### src/rtl/tspm_pkg.sv
// Overview of operation
// Channel four on port B4 when remap bit 7 set
// Channel one on port A0 while remap bit 4 clear
// Channel three on port A1 while remap bit 6 clear
// Channel two on port A3 while remap bit 5 clear
// Timer output needs enable and alternate output
// Serial or trace output only when timer yields
// Config fields: A0-A3 in nibbles, B4 low nibble
// Serial two SPI role follows config bit 4
// Serial two slave: select A3, clock A2
// Serial two two-wire: data A1, clock A2, open-drain
// Serial one request-to-send on B4, UART, bit 5
// Serial one slave select from B4 in slave role
// Trace clock on A3 only when enabled and timer yields
// Non-alternate, non-analog pin acts as plain GPIO
// Timer capture samples selected pin always
package tspm_pkg;
    // Remap option bit positions
    localparam int TSPM_REMAP_CH1_BIT = 4;
    localparam int TSPM_REMAP_CH2_BIT = 5;
    localparam int TSPM_REMAP_CH3_BIT = 6;
    localparam int TSPM_REMAP_CH4_BIT = 7;
    // Configuration field positions (low bit of each nibble)
    localparam int TSPM_CFG_PA0_LSB = 0;
    localparam int TSPM_CFG_PA1_LSB = 4;
    localparam int TSPM_CFG_PA2_LSB = 8;
    localparam int TSPM_CFG_PA3_LSB = 12;
    localparam int TSPM_CFG_PB4_LSB = 0;
    localparam int TSPM_CFG_W = 4;
    // Pin function codes of a configuration field
    localparam logic [3:0] TSPM_CFG_ANALOG = 4'h0;
    localparam logic [3:0] TSPM_CFG_OUT = 4'h1;
    localparam logic [3:0] TSPM_CFG_OUT_OD = 4'h5;
    localparam logic [3:0] TSPM_CFG_ALT_OUT = 4'h9;
    localparam logic [3:0] TSPM_CFG_ALT_OD = 4'hD;
    // Serial config bit positions
    localparam int TSPM_SPI_MASTER_BIT = 4;
    localparam int TSPM_UART_RTS_BIT = 5;
    // Serial mode codes
    localparam logic [1:0] TSPM_MODE_OFF = 2'h0;
    localparam logic [1:0] TSPM_MODE_UART = 2'h1;
    localparam logic [1:0] TSPM_MODE_SPI = 2'h2;
    localparam logic [1:0] TSPM_MODE_TWI = 2'h3;
    // Reset values
    localparam logic [4:0] TSPM_PIN_RST = 5'h00;
    localparam logic [4:0] TSPM_OE_N_RST = 5'h1F;
    localparam logic [3:0] TSPM_CAP_RST = 4'h0;
    // Serial inputs idle: both selects and both two-wire lines high
    localparam logic [6:0] TSPM_SC_IN_RST = 7'h71;
endpackage : tspm_pkg

### src/rtl/tspm_mux.sv
`timescale 1ns/1ps
module tspm_mux
    import tspm_pkg::*;
(
    input wire logic CLK_SYS,
    input wire logic RESET,
    // Configuration
    input wire logic [7:0] TIMER2_REMAP_OPTION,
    input wire logic [3:0] TIMER2_CAPTURE_COMPARE_ENABLE,
    input wire logic [15:0] PORT_A_LOW_CONFIG,
    input wire logic [3:0] PORT_B_HIGH_CONFIG,
    input wire logic [1:0] SERIAL1_MODE_SELECT,
    input wire logic [7:0] SERIAL1_UART_CONFIG,
    input wire logic [7:0] SERIAL1_SPI_CONFIG,
    input wire logic [1:0] SERIAL2_MODE_SELECT,
    input wire logic [7:0] SERIAL2_SPI_CONFIG,
    input wire logic TRACE_ENABLE,
    // Peripheral outputs
    input wire logic [3:0] TIMER2_CHANNEL_OUT,
    input wire logic SERIAL1_REQUEST_TO_SEND_N,
    input wire logic SERIAL2_MASTER_OUT_TX,
    input wire logic SERIAL2_MASTER_IN_TX,
    input wire logic SERIAL2_SPI_CLOCK_TX,
    input wire logic SERIAL2_TWOWIRE_DATA_TX,
    input wire logic SERIAL2_TWOWIRE_CLOCK_TX,
    input wire logic CPU_TRACE_CLOCK,
    // Plain port registers, bit 0..3 = A0..A3, bit 4 = B4
    input wire logic [4:0] GPIO_OUT,
    // Pins: input, output, output enable (low drives)
    input wire logic [4:0] PIN_IN,
    output logic [4:0] PIN_OUT,
    output logic [4:0] PIN_OE_N,
    // Inputs to peripherals
    output logic [4:0] GPIO_IN,
    output logic [3:0] TIMER2_CHANNEL_IN,
    output logic SERIAL1_SLAVE_SELECT_N,
    output logic SERIAL2_MASTER_OUT_RX,
    output logic SERIAL2_MASTER_IN_RX,
    output logic SERIAL2_SPI_CLOCK_RX,
    output logic SERIAL2_SLAVE_SELECT_N,
    output logic SERIAL2_TWOWIRE_DATA_RX,
    output logic SERIAL2_TWOWIRE_CLOCK_RX
);
    logic [4:0] pin_sync;
    logic [4:0] pin_out_ff;
    logic [4:0] pin_oe_n_ff;
    logic [4:0] gpio_in_ff;
    logic [3:0] cap_ff;
    logic [6:0] sc_in_ff;
    logic [4:0] nxt_pin_out;
    logic [4:0] nxt_pin_oe_n;
    logic [3:0] nxt_cap;
    logic [6:0] nxt_sc_in;

    // Pad inputs cross from outside the clock domain
    tspm_sync #(.WIDTH(5)) u_sync (
        .clk(CLK_SYS),
        .rst(RESET),
        .d(PIN_IN),
        .q(pin_sync)
    );

    // Field extraction
    wire [3:0] cfg_pa0 = PORT_A_LOW_CONFIG[TSPM_CFG_PA0_LSB +: TSPM_CFG_W];
    wire [3:0] cfg_pa1 = PORT_A_LOW_CONFIG[TSPM_CFG_PA1_LSB +: TSPM_CFG_W];
    wire [3:0] cfg_pa2 = PORT_A_LOW_CONFIG[TSPM_CFG_PA2_LSB +: TSPM_CFG_W];
    wire [3:0] cfg_pa3 = PORT_A_LOW_CONFIG[TSPM_CFG_PA3_LSB +: TSPM_CFG_W];
    wire [3:0] cfg_pb4 = PORT_B_HIGH_CONFIG[TSPM_CFG_PB4_LSB +: TSPM_CFG_W];
    wire [19:0] cfg_all = {cfg_pb4, cfg_pa3, cfg_pa2, cfg_pa1, cfg_pa0};

    // Alternate-output test, used for every pin
    function automatic logic is_alt(input logic [3:0] cfg);
        is_alt = (cfg == TSPM_CFG_ALT_OUT) || (cfg == TSPM_CFG_ALT_OD);
    endfunction : is_alt

    // Open-drain test, alternate or plain
    function automatic logic is_od(input logic [3:0] cfg);
        is_od = (cfg == TSPM_CFG_ALT_OD) || (cfg == TSPM_CFG_OUT_OD);
    endfunction : is_od

    // Plain output test (push-pull or open-drain GPIO)
    function automatic logic is_gpo(input logic [3:0] cfg);
        is_gpo = (cfg == TSPM_CFG_OUT) || (cfg == TSPM_CFG_OUT_OD);
    endfunction : is_gpo

    // Remap bits
    wire rmp1 = TIMER2_REMAP_OPTION[TSPM_REMAP_CH1_BIT];
    wire rmp2 = TIMER2_REMAP_OPTION[TSPM_REMAP_CH2_BIT];
    wire rmp3 = TIMER2_REMAP_OPTION[TSPM_REMAP_CH3_BIT];
    wire rmp4 = TIMER2_REMAP_OPTION[TSPM_REMAP_CH4_BIT];
    wire [3:0] ten = TIMER2_CAPTURE_COMPARE_ENABLE; // Bit n-1 enables channel n

    // Serial mode decode
    wire s1_uart = SERIAL1_MODE_SELECT == TSPM_MODE_UART;
    wire s1_spi = SERIAL1_MODE_SELECT == TSPM_MODE_SPI;
    wire s1_slave = s1_spi && !SERIAL1_SPI_CONFIG[TSPM_SPI_MASTER_BIT];
    wire s1_rts = s1_uart && SERIAL1_UART_CONFIG[TSPM_UART_RTS_BIT];
    wire s2_spi = SERIAL2_MODE_SELECT == TSPM_MODE_SPI;
    wire s2_twi = SERIAL2_MODE_SELECT == TSPM_MODE_TWI;
    wire s2_master = s2_spi && SERIAL2_SPI_CONFIG[TSPM_SPI_MASTER_BIT];
    wire s2_slave = s2_spi && !SERIAL2_SPI_CONFIG[TSPM_SPI_MASTER_BIT];

    // Timer drive per pin: channel routed here, enabled, alternate selected
    wire t_pa0 = !rmp1 && ten[0] && is_alt(cfg_pa0);
    wire t_pa1 = !rmp3 && ten[2] && is_alt(cfg_pa1);
    wire t_pa2 = !rmp4 && ten[3] && is_alt(cfg_pa2);
    wire t_pa3 = !rmp2 && ten[1] && is_alt(cfg_pa3);
    wire t_pb4 = rmp4 && ten[3] && is_alt(cfg_pb4);

    // Timer yields the pin when its output is off or moved away
    wire y_pa0 = !ten[0] || rmp1;
    wire y_pa1 = !ten[2] || rmp3;
    wire y_pa2 = !ten[3] || rmp4;
    wire y_pa3 = !ten[1] || rmp2;
    wire y_pb4 = !ten[3] || !rmp4;

    // Shared-function drive requests (alternate selected and timer yields)
    wire f_pa0 = y_pa0 && is_alt(cfg_pa0) && s2_master;
    wire f_pa1 = y_pa1 && is_alt(cfg_pa1) && (s2_slave || s2_twi);
    wire f_pa2 = y_pa2 && is_alt(cfg_pa2) && (s2_master || s2_twi);
    wire f_pa3 = y_pa3 && is_alt(cfg_pa3) && TRACE_ENABLE;
    wire f_pb4 = y_pb4 && is_alt(cfg_pb4) && s1_rts;

    // Function data per pin
    wire d_pa1 = s2_twi ? SERIAL2_TWOWIRE_DATA_TX : SERIAL2_MASTER_IN_TX;
    wire d_pa2 = s2_twi ? SERIAL2_TWOWIRE_CLOCK_TX : SERIAL2_SPI_CLOCK_TX;

    // Pin output selection; timer first, then shared function, then GPIO
    always_comb begin
        nxt_pin_out = GPIO_OUT;
        nxt_pin_oe_n = TSPM_OE_N_RST;
        for (int i = 0; i < 5; i++) begin
            if (is_gpo(cfg_all[4*i +: 4])) begin
                nxt_pin_oe_n[i] = 1'b0;
            end
        end
        if (t_pa0) begin
            nxt_pin_out[0] = TIMER2_CHANNEL_OUT[0];
            nxt_pin_oe_n[0] = 1'b0;
        end else if (f_pa0) begin
            nxt_pin_out[0] = SERIAL2_MASTER_OUT_TX;
            nxt_pin_oe_n[0] = 1'b0;
        end
        if (t_pa1) begin
            nxt_pin_out[1] = TIMER2_CHANNEL_OUT[2];
            nxt_pin_oe_n[1] = 1'b0;
        end else if (f_pa1) begin
            nxt_pin_out[1] = d_pa1;
            nxt_pin_oe_n[1] = 1'b0;
        end
        if (t_pa2) begin
            nxt_pin_out[2] = TIMER2_CHANNEL_OUT[3];
            nxt_pin_oe_n[2] = 1'b0;
        end else if (f_pa2) begin
            nxt_pin_out[2] = d_pa2;
            nxt_pin_oe_n[2] = 1'b0;
        end
        if (t_pa3) begin
            nxt_pin_out[3] = TIMER2_CHANNEL_OUT[1];
            nxt_pin_oe_n[3] = 1'b0;
        end else if (f_pa3) begin
            nxt_pin_out[3] = CPU_TRACE_CLOCK;
            nxt_pin_oe_n[3] = 1'b0;
        end
        if (t_pb4) begin
            nxt_pin_out[4] = TIMER2_CHANNEL_OUT[3];
            nxt_pin_oe_n[4] = 1'b0;
        end else if (f_pb4) begin
            nxt_pin_out[4] = SERIAL1_REQUEST_TO_SEND_N;
            nxt_pin_oe_n[4] = 1'b0;
        end
        // Open-drain: drive only a low, release for a high
        for (int i = 0; i < 5; i++) begin
            if (is_od(cfg_all[4*i +: 4]) && !nxt_pin_oe_n[i]) begin
                nxt_pin_oe_n[i] = nxt_pin_out[i];
                nxt_pin_out[i] = 1'b0;
            end
        end
    end

    // Capture inputs follow remap only, not the output selection
    assign nxt_cap[0] = rmp1 ? 1'b0 : pin_sync[0];
    assign nxt_cap[1] = rmp2 ? 1'b0 : pin_sync[3];
    assign nxt_cap[2] = rmp3 ? 1'b0 : pin_sync[1];
    assign nxt_cap[3] = rmp4 ? pin_sync[4] : pin_sync[2];

    // Serial inputs; idle level when the role does not use the pin
    assign nxt_sc_in[0] = s1_slave ? pin_sync[4] : 1'b1;
    assign nxt_sc_in[1] = s2_slave ? pin_sync[0] : 1'b0;
    assign nxt_sc_in[2] = s2_master ? pin_sync[1] : 1'b0;
    assign nxt_sc_in[3] = s2_slave ? pin_sync[2] : 1'b0;
    assign nxt_sc_in[4] = s2_slave ? pin_sync[3] : 1'b1;
    assign nxt_sc_in[5] = s2_twi ? pin_sync[1] : 1'b1;
    assign nxt_sc_in[6] = s2_twi ? pin_sync[2] : 1'b1;

    // All outputs registered; pins released during reset
    always_ff @(posedge CLK_SYS) begin
        if (RESET) begin
            pin_out_ff <= TSPM_PIN_RST;
            pin_oe_n_ff <= TSPM_OE_N_RST;
            gpio_in_ff <= TSPM_PIN_RST;
            cap_ff <= TSPM_CAP_RST;
            sc_in_ff <= TSPM_SC_IN_RST;
        end else begin
            pin_out_ff <= nxt_pin_out;
            pin_oe_n_ff <= nxt_pin_oe_n;
            gpio_in_ff <= pin_sync;
            cap_ff <= nxt_cap;
            sc_in_ff <= nxt_sc_in;
        end
    end

    assign PIN_OUT = pin_out_ff;
    assign PIN_OE_N = pin_oe_n_ff;
    assign GPIO_IN = gpio_in_ff;
    assign TIMER2_CHANNEL_IN = cap_ff;
    assign SERIAL1_SLAVE_SELECT_N = sc_in_ff[0];
    assign SERIAL2_MASTER_OUT_RX = sc_in_ff[1];
    assign SERIAL2_MASTER_IN_RX = sc_in_ff[2];
    assign SERIAL2_SPI_CLOCK_RX = sc_in_ff[3];
    assign SERIAL2_SLAVE_SELECT_N = sc_in_ff[4];
    assign SERIAL2_TWOWIRE_DATA_RX = sc_in_ff[5];
    assign SERIAL2_TWOWIRE_CLOCK_RX = sc_in_ff[6];
endmodule : tspm_mux

### src/rtl/tspm_sync.sv
`timescale 1ns/1ps
// Three-stage pin synchroniser; a change counts once stages two and three agree
module tspm_sync #(
    parameter int WIDTH = 5
) (
    input wire logic clk,
    input wire logic rst,
    input wire logic [WIDTH-1:0] d,
    output logic [WIDTH-1:0] q
);
    logic [WIDTH-1:0] s1_ff;
    logic [WIDTH-1:0] s2_ff;
    logic [WIDTH-1:0] s3_ff;
    logic [WIDTH-1:0] q_ff;
    logic [WIDTH-1:0] nxt_q;

    // Hold the old value while the two late stages disagree
    assign nxt_q = (s2_ff == s3_ff) ? s3_ff : q_ff;
    assign q = q_ff;

    // Stage one feeds only stage two
    always_ff @(posedge clk) begin
        if (rst) begin
            s1_ff <= '0;
            s2_ff <= '0;
            s3_ff <= '0;
            q_ff <= '0;
        end else begin
            s1_ff <= d;
            s2_ff <= s1_ff;
            s3_ff <= s2_ff;
            q_ff <= nxt_q;
        end
    end
endmodule : tspm_sync

### config.mk
export PLATFORM = sky130hd
export DESIGN_NAME = tspm_mux
export DESIGN_NICKNAME = d
export VERILOG_FILES = /design/src/rtl/tspm_pkg.sv /design/src/rtl/tspm_mux.sv /design/src/rtl/tspm_sync.sv
export SDC_FILE = /design/constraint.sdc
export NUM_CORES = 1
export LEC_CHECK = 0
export BUFFER_PORTS_ARGS = -buffer_cell sky130_fd_sc_hd__buf_2
export CORE_MARGIN = 4
export CORE_UTILIZATION = 38
export CTS_CLUSTER_DIAMETER = 50
export DETAILED_ROUTE_END_ITERATION = 10
export PLACE_DENSITY = 0.84
export SLEW_MARGIN = 15
export SYNTH_ARGS = -nofsm -noshare
export SYNTH_HDL_FRONTEND = slang
export SYNTH_SLANG_ARGS = --single-unit
### constraint.sdc
create_clock -name CLK_SYS -period 1.6 [get_ports CLK_SYS]
set_clock_uncertainty 0.15 [all_clocks]
set_input_delay 0.16 -clock CLK_SYS [delete_from_list [all_inputs] [get_ports CLK_SYS]]
set_output_delay 0.16 -clock CLK_SYS [all_outputs]
set_load 0.03 [all_outputs]
==> results_dict.tcl, run 1 <==
set metrics [dict create \
    yosysTopAreaCell "dfxtp_1" \
    period_share_pct 98.2 \
    clk_pin_slew_ns 0.08 \
    synthTopCellsByArea "dfxtp_1 (52%), nor2b_1 (7.4%), mux2i_1 (3.4%)" \
    die_y_um 76.5 \
    cts_root_buffer "clkbuf_8" \
    grt_pass1_wl_um 6820 \
    overflow 0 \
    clkSinkCount 46 \
    worstRegToRegCells 3 \
    placed_area_um2 2280 \
    layout.nets 374 \
    grt_use_total_pct 14.3 \
    grt_start_max_net_pins 16 \
    synth_edf_count 0 \
    synthToLayoutAreaGrowth_pct 44.7 \
    routed_via_density 4.71 \
    antenna_found_initial 0 \
    nFillCells 395 \
    synth_flop_cell "dfxtp_1" \
    required_ns 1.64 \
    die_w_um 76.5 \
    finalInstanceArea_um2 2580 \
    r2r_setup_slack_ns 0.17 \
    cp-start-kind "input port" \
    fmax_ghz 0.636 \
    r2r-start "u_sync.q[4]" \
    routedWlPerCell_um 11.8 \
    start_util_pct 40.1 \
    yosys_warnings 0 \
    drv_slew 0 \
    totalWireLength_um 4060 \
    async_reset_ff_share_pct 0 \
    setup_viol 0 \
    via_count 1614 \
    tns_ns 0 \
    ant_nets 0 \
    rsz0062_at_grt "false" \
    htreeDepth 2 \
    dpl.hpwl_um 3110 \
    synth-seq-area-share_pct 51.6 \
    globalplace.congestion 0.793 \
    drc_errors 0 \
    p_per_area_nw_per_um2 870 \
    syn-num-nets 267 \
    clk_latency_ns 0.29 \
    status "completed" \
    die_area_um2 5860 \
    drive_gt1_share_pct 36.8 \
    drt-pass1-iter-count 4 \
    min_period_ns 1.57 \
    rows 24 \
    critPathArrivalTime_ns 1.61 \
    drtIter0Drc 68 \
    worst_slew_pin_slew_ns 0.369 \
    avgSynthCellArea_um2 9.75 \
    diodes 0 \
    ios 110 \
    yosysUniqueCellTypes 45 \
    leakagePower_nw 1.25 \
    vdd_drop_max_uv 472 \
    endpoint_kind "flip-flop" \
    rr_endpoint "sc_in_ff[0]" \
    relSlewSlack_pct 75.1 \
    yosys.area.top_type_share_pct 51.6 \
    grt_pass1_vias 1550 \
    crit_start "TIMER2_REMAP_OPTION[6]" \
    synthCells 183 \
    cts_made_buffers 5 \
    cts_tree "done" \
    coreArea_um2 4440 \
    yosys_register_bits 46 \
    portBuffers 84 \
    cp-endpoint "PIN_OE_N[1]" \
    critPathMaxFanout 5 \
    drv_cap 0 \
    hp-class "in -> reg" \
    synth_area_um2 1780 \
    crit_type "in -> reg" \
    hold_viol 0 \
    clk_path_buf_depth 2 \
]
-- layout make-up --
cell class / instances / area (µm²) / area share, %
clock buffer: 6 / 82.6 / 3.20
tap: 52 / 65.1 / 2.52
multi-input combinational: 119 / 838 / 32.5
sequential: 46 / 921 / 35.7
timing repair buffer: 104 / 611 / 23.6
clock inverter: 2 / 12.5 / 0.484
inverter: 14 / 52.6 / 2.03
-- logic make-up after synthesis --
| group | Yosys count | synth area share [%] |
|---|---|---|
| AO/OA/AOI/OAI | 31 | 12.9 |
| XOR/XNOR | 5 | 2.45 |
| buffers and inverters | 18 | 3.79 |
| flip-flops | 46 | 51.6 |
| multiplexers | 8 | 4.63 |
| AND/OR/NAND/NOR | 75 | 24.6 |
-- how the worst min path moves through the flow --
stage | startpoint | cells past startpoint | endpoint | slack (ns)
floorplan | TIMER2_REMAP_OPTION[4] | 1 | TIMER2_CHANNEL_IN[0] | 0.08
global placement | TIMER2_REMAP_OPTION[4] | 2 | TIMER2_CHANNEL_IN[0] | 0.18
detailed placement | TIMER2_REMAP_OPTION[5] | 2 | TIMER2_CHANNEL_IN[1] | 0.18
CTS | PORT_B_HIGH_CONFIG[3] | 2 | PIN_OE_N[4] | 0.001
global route | PORT_A_LOW_CONFIG[15] | 3 | PIN_OE_N[3] | 0.03
finish | PORT_A_LOW_CONFIG[15] | 3 | PIN_OE_N[3] | 0.02
-- cells in the final DEF (no fill, tap or decap), drive strengths merged, types with 2 or more instances in the layout --
| master | n |
|---|---|
| buf | 88 |
| dfxtp | 46 |
| nor2b | 21 |
| dlygate4sd3 | 16 |
| inv | 14 |
| nand2 | 14 |
| nor2 | 9 |
| nand3b | 7 |
| nand2b | 7 |
| mux2i | 6 |
| clkbuf | 6 |
| a21oi | 4 |
| or3 | 4 |
| nand3 | 3 |
| a31oi | 3 |
| xnor2 | 3 |
| nor3 | 3 |
| o21ai | 3 |
| mux2 | 2 |
| a311oi | 2 |
| o211ai | 2 |
| a311o | 2 |
| o2111ai | 2 |
| xor2 | 2 |
| o22ai | 2 |
| nor3b | 2 |
-- per-stage QoR --
step	hold slack, ns	cells	worst slack (ns)	utilization (%)	power, mW
after floorplan	0.0824	183	0.112	-	1.39
after global placement	0.177	319	0.116	51.4	1.51
after detailed placement	0.181	319	0.0466	51.4	1.52
after CTS	0.00103	343	0.0178	57.2	2.27
after global routing	0.0345	343	0.00127	58.1	2.37
final	0.0163	343	0.0288	58.1	2.25
-- state kept, by name, indices dropped and copies added, names as in the netlist --
register / count
sc_in_ff: 7
GPIO_IN: 5
PIN_OE_N: 5
PIN_OUT: 5
u_sync.q: 5
u_sync.s1_ff: 5
u_sync.s2_ff: 5
u_sync.s3_ff: 5
TIMER2_CHANNEL_IN: 4
-- critical path, cell delays in order --
cell and delay [ns]:
dlygate4sd3_1 0.53, buf_2 0.12, nand2b_2 0.22, o2111ai_1 0.15, o41ai_2 0.15, o311ai_1 0.28
-- repair_timing --
item,in CTS,in global routing
hold buffers,16,0
gates resized for setup,0,7
endpoints found under the hold margin,15,0
setup endpoints to repair,0,5
setup buffers,0,0
-- metal layers --
layer | up-vias | GRT usage [%] | wire, µm | share of wire (%)
li1 | 844 | - | - | -
met1 | 704 | 15.0 | 1640 | 40
met2 | 62 | 25.4 | 1980 | 49
met3 | 4 | 6.15 | 407 | 10
met4 | 0 | 5.25 | 43 | 1.1
met5 | - | 0 | 0 | 0
-- synth_stat cells, types with 2 or more instances --
| library cell | number |
|---|---|
| dfxtp_1 | 46 |
| nor2b_1 | 21 |
| inv_1 | 14 |
| nand2_1 | 13 |
| nor2_1 | 9 |
| nand2b_1 | 7 |
| mux2i_1 | 6 |
| nand3b_1 | 6 |
| a21oi_1 | 4 |
| or3_1 | 4 |
| a31oi_1 | 3 |
| clkbuf_1 | 3 |
| nand3_1 | 3 |
| xnor2_1 | 3 |
| a311o_1 | 2 |
| a311oi_1 | 2 |
| mux2_1 | 2 |
| nor3_1 | 2 |
| nor3b_1 | 2 |
| o2111ai_1 | 2 |
| o211ai_1 | 2 |
| o21ai_0 | 2 |
| o22ai_1 | 2 |
| xor2_1 | 2 |
-- where the power goes --
part / leakage, nW / internal, mW / switching [mW]
clock network: 0.0472 / 0.347 / 0.367
logic: 0.826 / 0.173 / 0.169
registers: 0.376 / 1.18 / 0.0111
Note: power is estimated with default switching activity, not from simulation.
==> run 2, diff against run 1 <==
--- a/config.mk
+++ b/config.mk
@@ -5,7 +5,7 @@
 export SDC_FILE = /design/constraint.sdc
 export NUM_CORES = 1
 export LEC_CHECK = 0
-export BUFFER_PORTS_ARGS = -buffer_cell sky130_fd_sc_hd__buf_2
+export BUFFER_PORTS_ARGS = -buffer_cell sky130_fd_sc_hd__buf_4
 export CORE_MARGIN = 4
 export CORE_UTILIZATION = 38
 export CTS_CLUSTER_DIAMETER = 50
==> run 2 against run 1 <==
Die area is the same. Hold slack lost 0.0089 ns. Clock power shrank 11%. Critical path depth is the same. Sequential power is essentially flat. Critical path type unchanged. Critical endpoint is now PIN_OE_N[0]. Highest routed layer unchanged.
==> results_dict.tcl, run 2 (synthesis gave the netlist of run 1 again) <==
set metrics [dict create \
    ios 110 \
    clkSinkCount 46 \
    layout.nets 371 \
    globalplace.congestion 0.782 \
    final_cell_mix "buf_4 (86), dfxtp_1 (46), nor2b_1 (21)" \
    met1_usage_pct 15.6 \
    portBuffers 84 \
    met2_usage_pct 25.4 \
    die_w_um 76.5 \
    antenna_found_initial 0 \
    tns_ns 0 \
    dp_cells 317 \
    cp-start-kind "input port" \
    synthToLayoutAreaGrowth_pct 52.9 \
    path_cells "dlygate4sd3_1 > buf_4 > nand2b_4 > nand2_2 > a31o_1 > a311o_1" \
    grt_start_max_net_pins 29 \
    grt_pass1_wl_um 6930 \
    clk_path_buf_depth 2 \
    hp-class "in -> reg" \
    placed_area_um2 2480 \
    drive_gt1_share_pct 34.5 \
    cp_num_buf_inv 2 \
    grt_pass1_vias 1635 \
    start_util_pct 40.1 \
    critPathMaxFanout 3 \
    cp_slowest_cell "dlygate4sd3_1" \
    fmax_ghz 0.656 \
    crit_family "buffers and inverters" \
    die_y_um 76.5 \
    vdd_drop_max_uv 363 \
    cts_tree "done" \
    totalWireLength_um 4210 \
    diodes 0 \
    min_period_ns 1.52 \
    instances_no_fill 339 \
    rsz0062_at_grt "false" \
    htreeDepth 2 \
    p_per_area_nw_per_um2 811 \
    cts_root_buffer "clkbuf_8" \
    critPathArrivalTime_ns 1.55 \
    finalInstanceArea_um2 2730 \
    nFillCells 396 \
    setup_viol 0 \
    critical-path-max-stage-delay_ns 0.53 \
    hold_viol 0 \
    drv_cap 0 \
    rows 24 \
    drtIter0Drc 44 \
    clk_latency_ns 0.29 \
    ant_nets 0 \
    clk_pin_slew_ns 0.08 \
    largest_reg_flops 7 \
    die_area_um2 5860 \
    routedWlPerCell_um 12.4 \
    drv_slew 0 \
    met3_usage_pct 5.56 \
    power_mw 2.21 \
    relSlewSlack_pct 71.2 \
    period_share_pct 95.2 \
    leakagePower_nw 1.28 \
    crit_type "in -> reg" \
    coreArea_um2 4440 \
    endpoint_kind "flip-flop" \
    top_register "sc_in_ff" \
    overflow 0 \
    routed_via_density 4.83 \
    drc_errors 0 \
    worst_slew_pin_slew_ns 0.431 \
    status "completed" \
    drt-pass1-iter-count 4 \
    grt_use_total_pct 14.5 \
    layout_commonest_cell "buf_4" \
    busiest_layer "met2" \
    dpl.hpwl_um 3100 \
    cts_made_buffers 5 \
    required_ns 1.63 \
    via_count 1636 \
]
[run 2: changes by cell type in the layout (fill, tap and decap cells not counted)]
cell	delta
nor4_2	-1
nand2b_1	+1
clkbuf_8	-1
o22ai_2	-1
clkbuf_1	+2
dlygate4sd3_1	-1
clkinvlp_4	-1
o22ai_1	+1
nand2b_4	-1
buf_4	+82
nor4_1	+1
buf_2	-84
clkinv_2	-1
[run 2: area by class of cell]
type / count / area, µm² / area share (%)
sequential: 46 / 921 / 33.7
clock buffer: 7 / 76.3 / 2.80
timing repair buffer: 101 / 796 / 29.2
tap: 52 / 65.1 / 2.38
multi-input combinational: 119 / 818 / 30.0
inverter: 14 / 52.6 / 1.93
[run 2: per-layer routing]
metal | up-vias | wire length, µm
met5 | - | 0
met4 | 0 | 70
met3 | 9 | 376
met2 | 72 | 2010
met1 | 720 | 1750
li1 | 835 | -
[run 2: through the flow]
step	utilization [%]	setup WS, ns	hold slack (ns)
finish	61.4	0.0762	0.00737
global route	61.4	0.0281	0.0175
CTS	60.9	0.0336	0.000724
detailed placement	55.8	0.0896	0.178
global placement	55.8	0.126	0.174
floorplan	-	0.112	0.0824
[run 2: worst paths after layout]
| path | from | endpoint | slack, ns | cells after the start |
|---|---|---|---|---|
| worst max-delay path | TIMER2_REMAP_OPTION[4] | PIN_OE_N[0] | 0.08 | 6 |
| worst min register to register | u_sync.s1_ff[3] | u_sync.s2_ff[3] | 0.29 | 1 |
| worst max register to register | u_sync.s3_ff[0] | u_sync.q[4] | 0.18 | 4 |
| worst min-delay path | PORT_B_HIGH_CONFIG[3] | PIN_OE_N[4] | 0.007 | 2 |
[run 2: report_power, final]
group          switching, mW  total (mW)  internal, mW
clock network          0.334       0.635         0.301
registers             0.0123        1.19          1.18
logic                  0.169       0.384         0.215
total                  0.516        2.21          1.70
[run 2: timing repair]
item | 4_1_cts | 5_1_grt
buffers inserted | 0 | 0
hold buffers | 15 | 0
hold endpoints to repair | 14 | 0
gates resized for setup | 0 | 4
endpoints found under the setup margin | 0 | 3
==> run 3, diff against run 2 <==
--- a/config.mk
+++ b/config.mk
@@ -7,10 +7,10 @@
 export LEC_CHECK = 0
 export BUFFER_PORTS_ARGS = -buffer_cell sky130_fd_sc_hd__buf_4
 export CORE_MARGIN = 4
-export CORE_UTILIZATION = 38
+export CORE_UTILIZATION = 45
 export CTS_CLUSTER_DIAMETER = 50
 export DETAILED_ROUTE_END_ITERATION = 10
-export PLACE_DENSITY = 0.84
+export PLACE_DENSITY = 0.92
 export SLEW_MARGIN = 15
 export SYNTH_ARGS = -nofsm -noshare
 export SYNTH_HDL_FRONTEND = slang
==> constraint.sdc (replaced) <==
create_clock -name CLK_SYS -period 1.9 [get_ports CLK_SYS]
set_clock_uncertainty 0.15 [all_clocks]
set_input_delay 0.19 -clock CLK_SYS [delete_from_list [all_inputs] [get_ports CLK_SYS]]
set_output_delay 0.19 -clock CLK_SYS [all_outputs]
set_load 0.03 [all_outputs]
==> run 3 against run 2 <==
Wire length shrank 0.78%. Critical path depth is the same. Sequential share of layout area grew 0.61 points. Utilization grew 10 points. Final cell count shrank 2.1%. Combinational power shrank 18%. Sequential power shrank 16%. Non-clock buffer count shrank 4. Clock power shrank 8.0%.
==> results_dict.tcl, run 3 (synthesis gave the netlist of run 1 again) <==
set metrics [dict create \
    grt_pass1_vias 1650 \
    period_share_pct 87.6 \
    endpoint_kind "flip-flop" \
    cts_made_buffers 5 \
    die_area_um2 5040 \
    routed_via_density 4.87 \
    dp_cells 313 \
    path_cells "dlygate4sd3_1 > buf_4 > nand2b_1 > mux2_1 > o22ai_1 > o211ai_1" \
    die_y_um 71.0 \
    grt_use_total_pct 17.0 \
    status "completed" \
    final_util_pct 71.6 \
    critical-path-max-stage-delay_ns 0.54 \
    grt_start_max_net_pins 19 \
    cp-start-kind "input port" \
    drc_errors 0 \
    drt-pass1-iter-count 4 \
    antenna_found_initial 0 \
    holdPathEnd "PIN_OE_N[0]" \
    cts_root_buffer "clkbuf_8" \
    min-delay-start "PORT_A_LOW_CONFIG[2]" \
    htreeDepth 2 \
    cp_num_buf_inv 2 \
    critPathMaxFanout 3 \
    drv_slew 0 \
    setup_ws_ns 0.235 \
    setup_viol 0 \
    drive_gt1_share_pct 34.5 \
    crit_family "buffers and inverters" \
    layout_commonest_cell "buf_4" \
    cts_resized 0 \
    required_ns 1.90 \
    clk_latency_ns 0.28 \
    top_register "sc_in_ff" \
    clk_path_buf_depth 2 \
    vdd_drop_max_uv 479 \
    dpl.hpwl_um 3260 \
    cts_tree "done" \
    critPathArrivalTime_ns 1.66 \
    ios 110 \
    leakagePower_nw 1.26 \
    clkSinkCount 46 \
    min_period_ns 1.67 \
    fmax_ghz 0.601 \
    instances_no_fill 332 \
    p_per_area_nw_per_um2 710 \
    relSlewSlack_pct 72.5 \
    totalWireLength_um 4170 \
    globalplace.congestion 0.807 \
    layout.nets 367 \
    start_util_pct 47.7 \
    whs_ns 0.0133 \
    rsz0062_at_grt "false" \
    via_count 1618 \
    coreArea_um2 3740 \
    clk_pin_slew_ns 0.08 \
    hp-class "in -> reg" \
    hold_depth 2 \
    hold_viol 0 \
    portBuffers 84 \
    drv_cap 0 \
    cp_slowest_cell "dlygate4sd3_1" \
    final_cell_mix "buf_4 (86), dfxtp_1 (46), nor2b_1 (21)" \
    r2r-start "u_sync.s3_ff[4]" \
    drtIter0Drc 31 \
    r2r_setup_slack_ns 0.45 \
    routedWlPerCell_um 12.6 \
    ant_nets 0 \
    worstRegToRegCells 4 \
    die_w_um 71.0 \
    overflow 0 \
    rows 22 \
    tns_ns 0 \
    dpl_worst_slack_ns 0.367 \
    synthToLayoutAreaGrowth_pct 50.2 \
    worst_slew_pin_slew_ns 0.408 \
    diodes 0 \
    nFillCells 297 \
    largest_reg_flops 7 \
    grt_pass1_wl_um 6960 \
    crit_type "in -> reg" \
    rr_endpoint "u_sync.q[4]" \
]
==> run 3: changes by cell type in the layout (fill, tap and decap cells not counted), sizes merged <==
| cell | change |
|---|---|
| clkbuf | -1 |
| clkinv | +1 |
| clkinvlp | +1 |
| dlygate4sd3 | -4 |
==> run 3: metrics by stage <==
| stage | total power [mW] | area [µm²] |
|---|---|---|
| 5_1_grt | 1.99 | 2680 |
| 3_5_place_dp | 1.33 | 2470 |
| 3_3_place_gp | 1.32 | 2470 |
| 4_1_cts | 1.92 | 2680 |
| 6_report | 1.90 | 2680 |
| 2_1_floorplan | 1.17 | 1780 |
==> run 3: cell type report <==
class                      count  area (µm²)  area share, %
tap                           48        60.1           2.24
inverter                      14        52.6           1.96
multi-input combinational    119         796           29.7
sequential                    46         921           34.4
clock inverter                 2        12.5          0.467
clock buffer                   6        82.6           3.08
timing repair buffer          97         756           28.2
==> run 3: repair_timing <==
item,4_1_cts,5_1_grt
hold buffers,11,0
setup buffers,0,0
endpoints found under the hold margin,10,0
==> run 3: how the worst max path moves through the flow <==
| stage | startpoint | end | slack (ns) | cells after the start |
|---|---|---|---|---|
| detailed placement | SERIAL2_MODE_SELECT[0] | PIN_OE_N[0] | 0.37 | 5 |
| CTS | TIMER2_REMAP_OPTION[5] | PIN_OE_N[3] | 0.24 | 6 |
| finish | TIMER2_REMAP_OPTION[5] | PIN_OE_N[3] | 0.23 | 6 |
| global placement | SERIAL2_MODE_SELECT[0] | PIN_OE_N[0] | 0.40 | 5 |
| floorplan | u_sync.s3_ff[0] | u_sync.q[4] | 0.41 | 4 |
| global route | TIMER2_REMAP_OPTION[5] | PIN_OE_N[3] | 0.15 | 6 |
==> run 3: metal layers <==
metal  GRT usage, %  share of wire, %
met1           18.1                38
met2           32.2                52
met3           5.11               9.3
met4           4.38              0.34
met5              0                 0
==> run 3: report_power, final <==
part           internal (mW)  switching, mW  total (mW)
logic                  0.174          0.141       0.315
clock network          0.292          0.292       0.584
registers              0.994         0.0103        1.00
total                   1.46          0.444        1.90
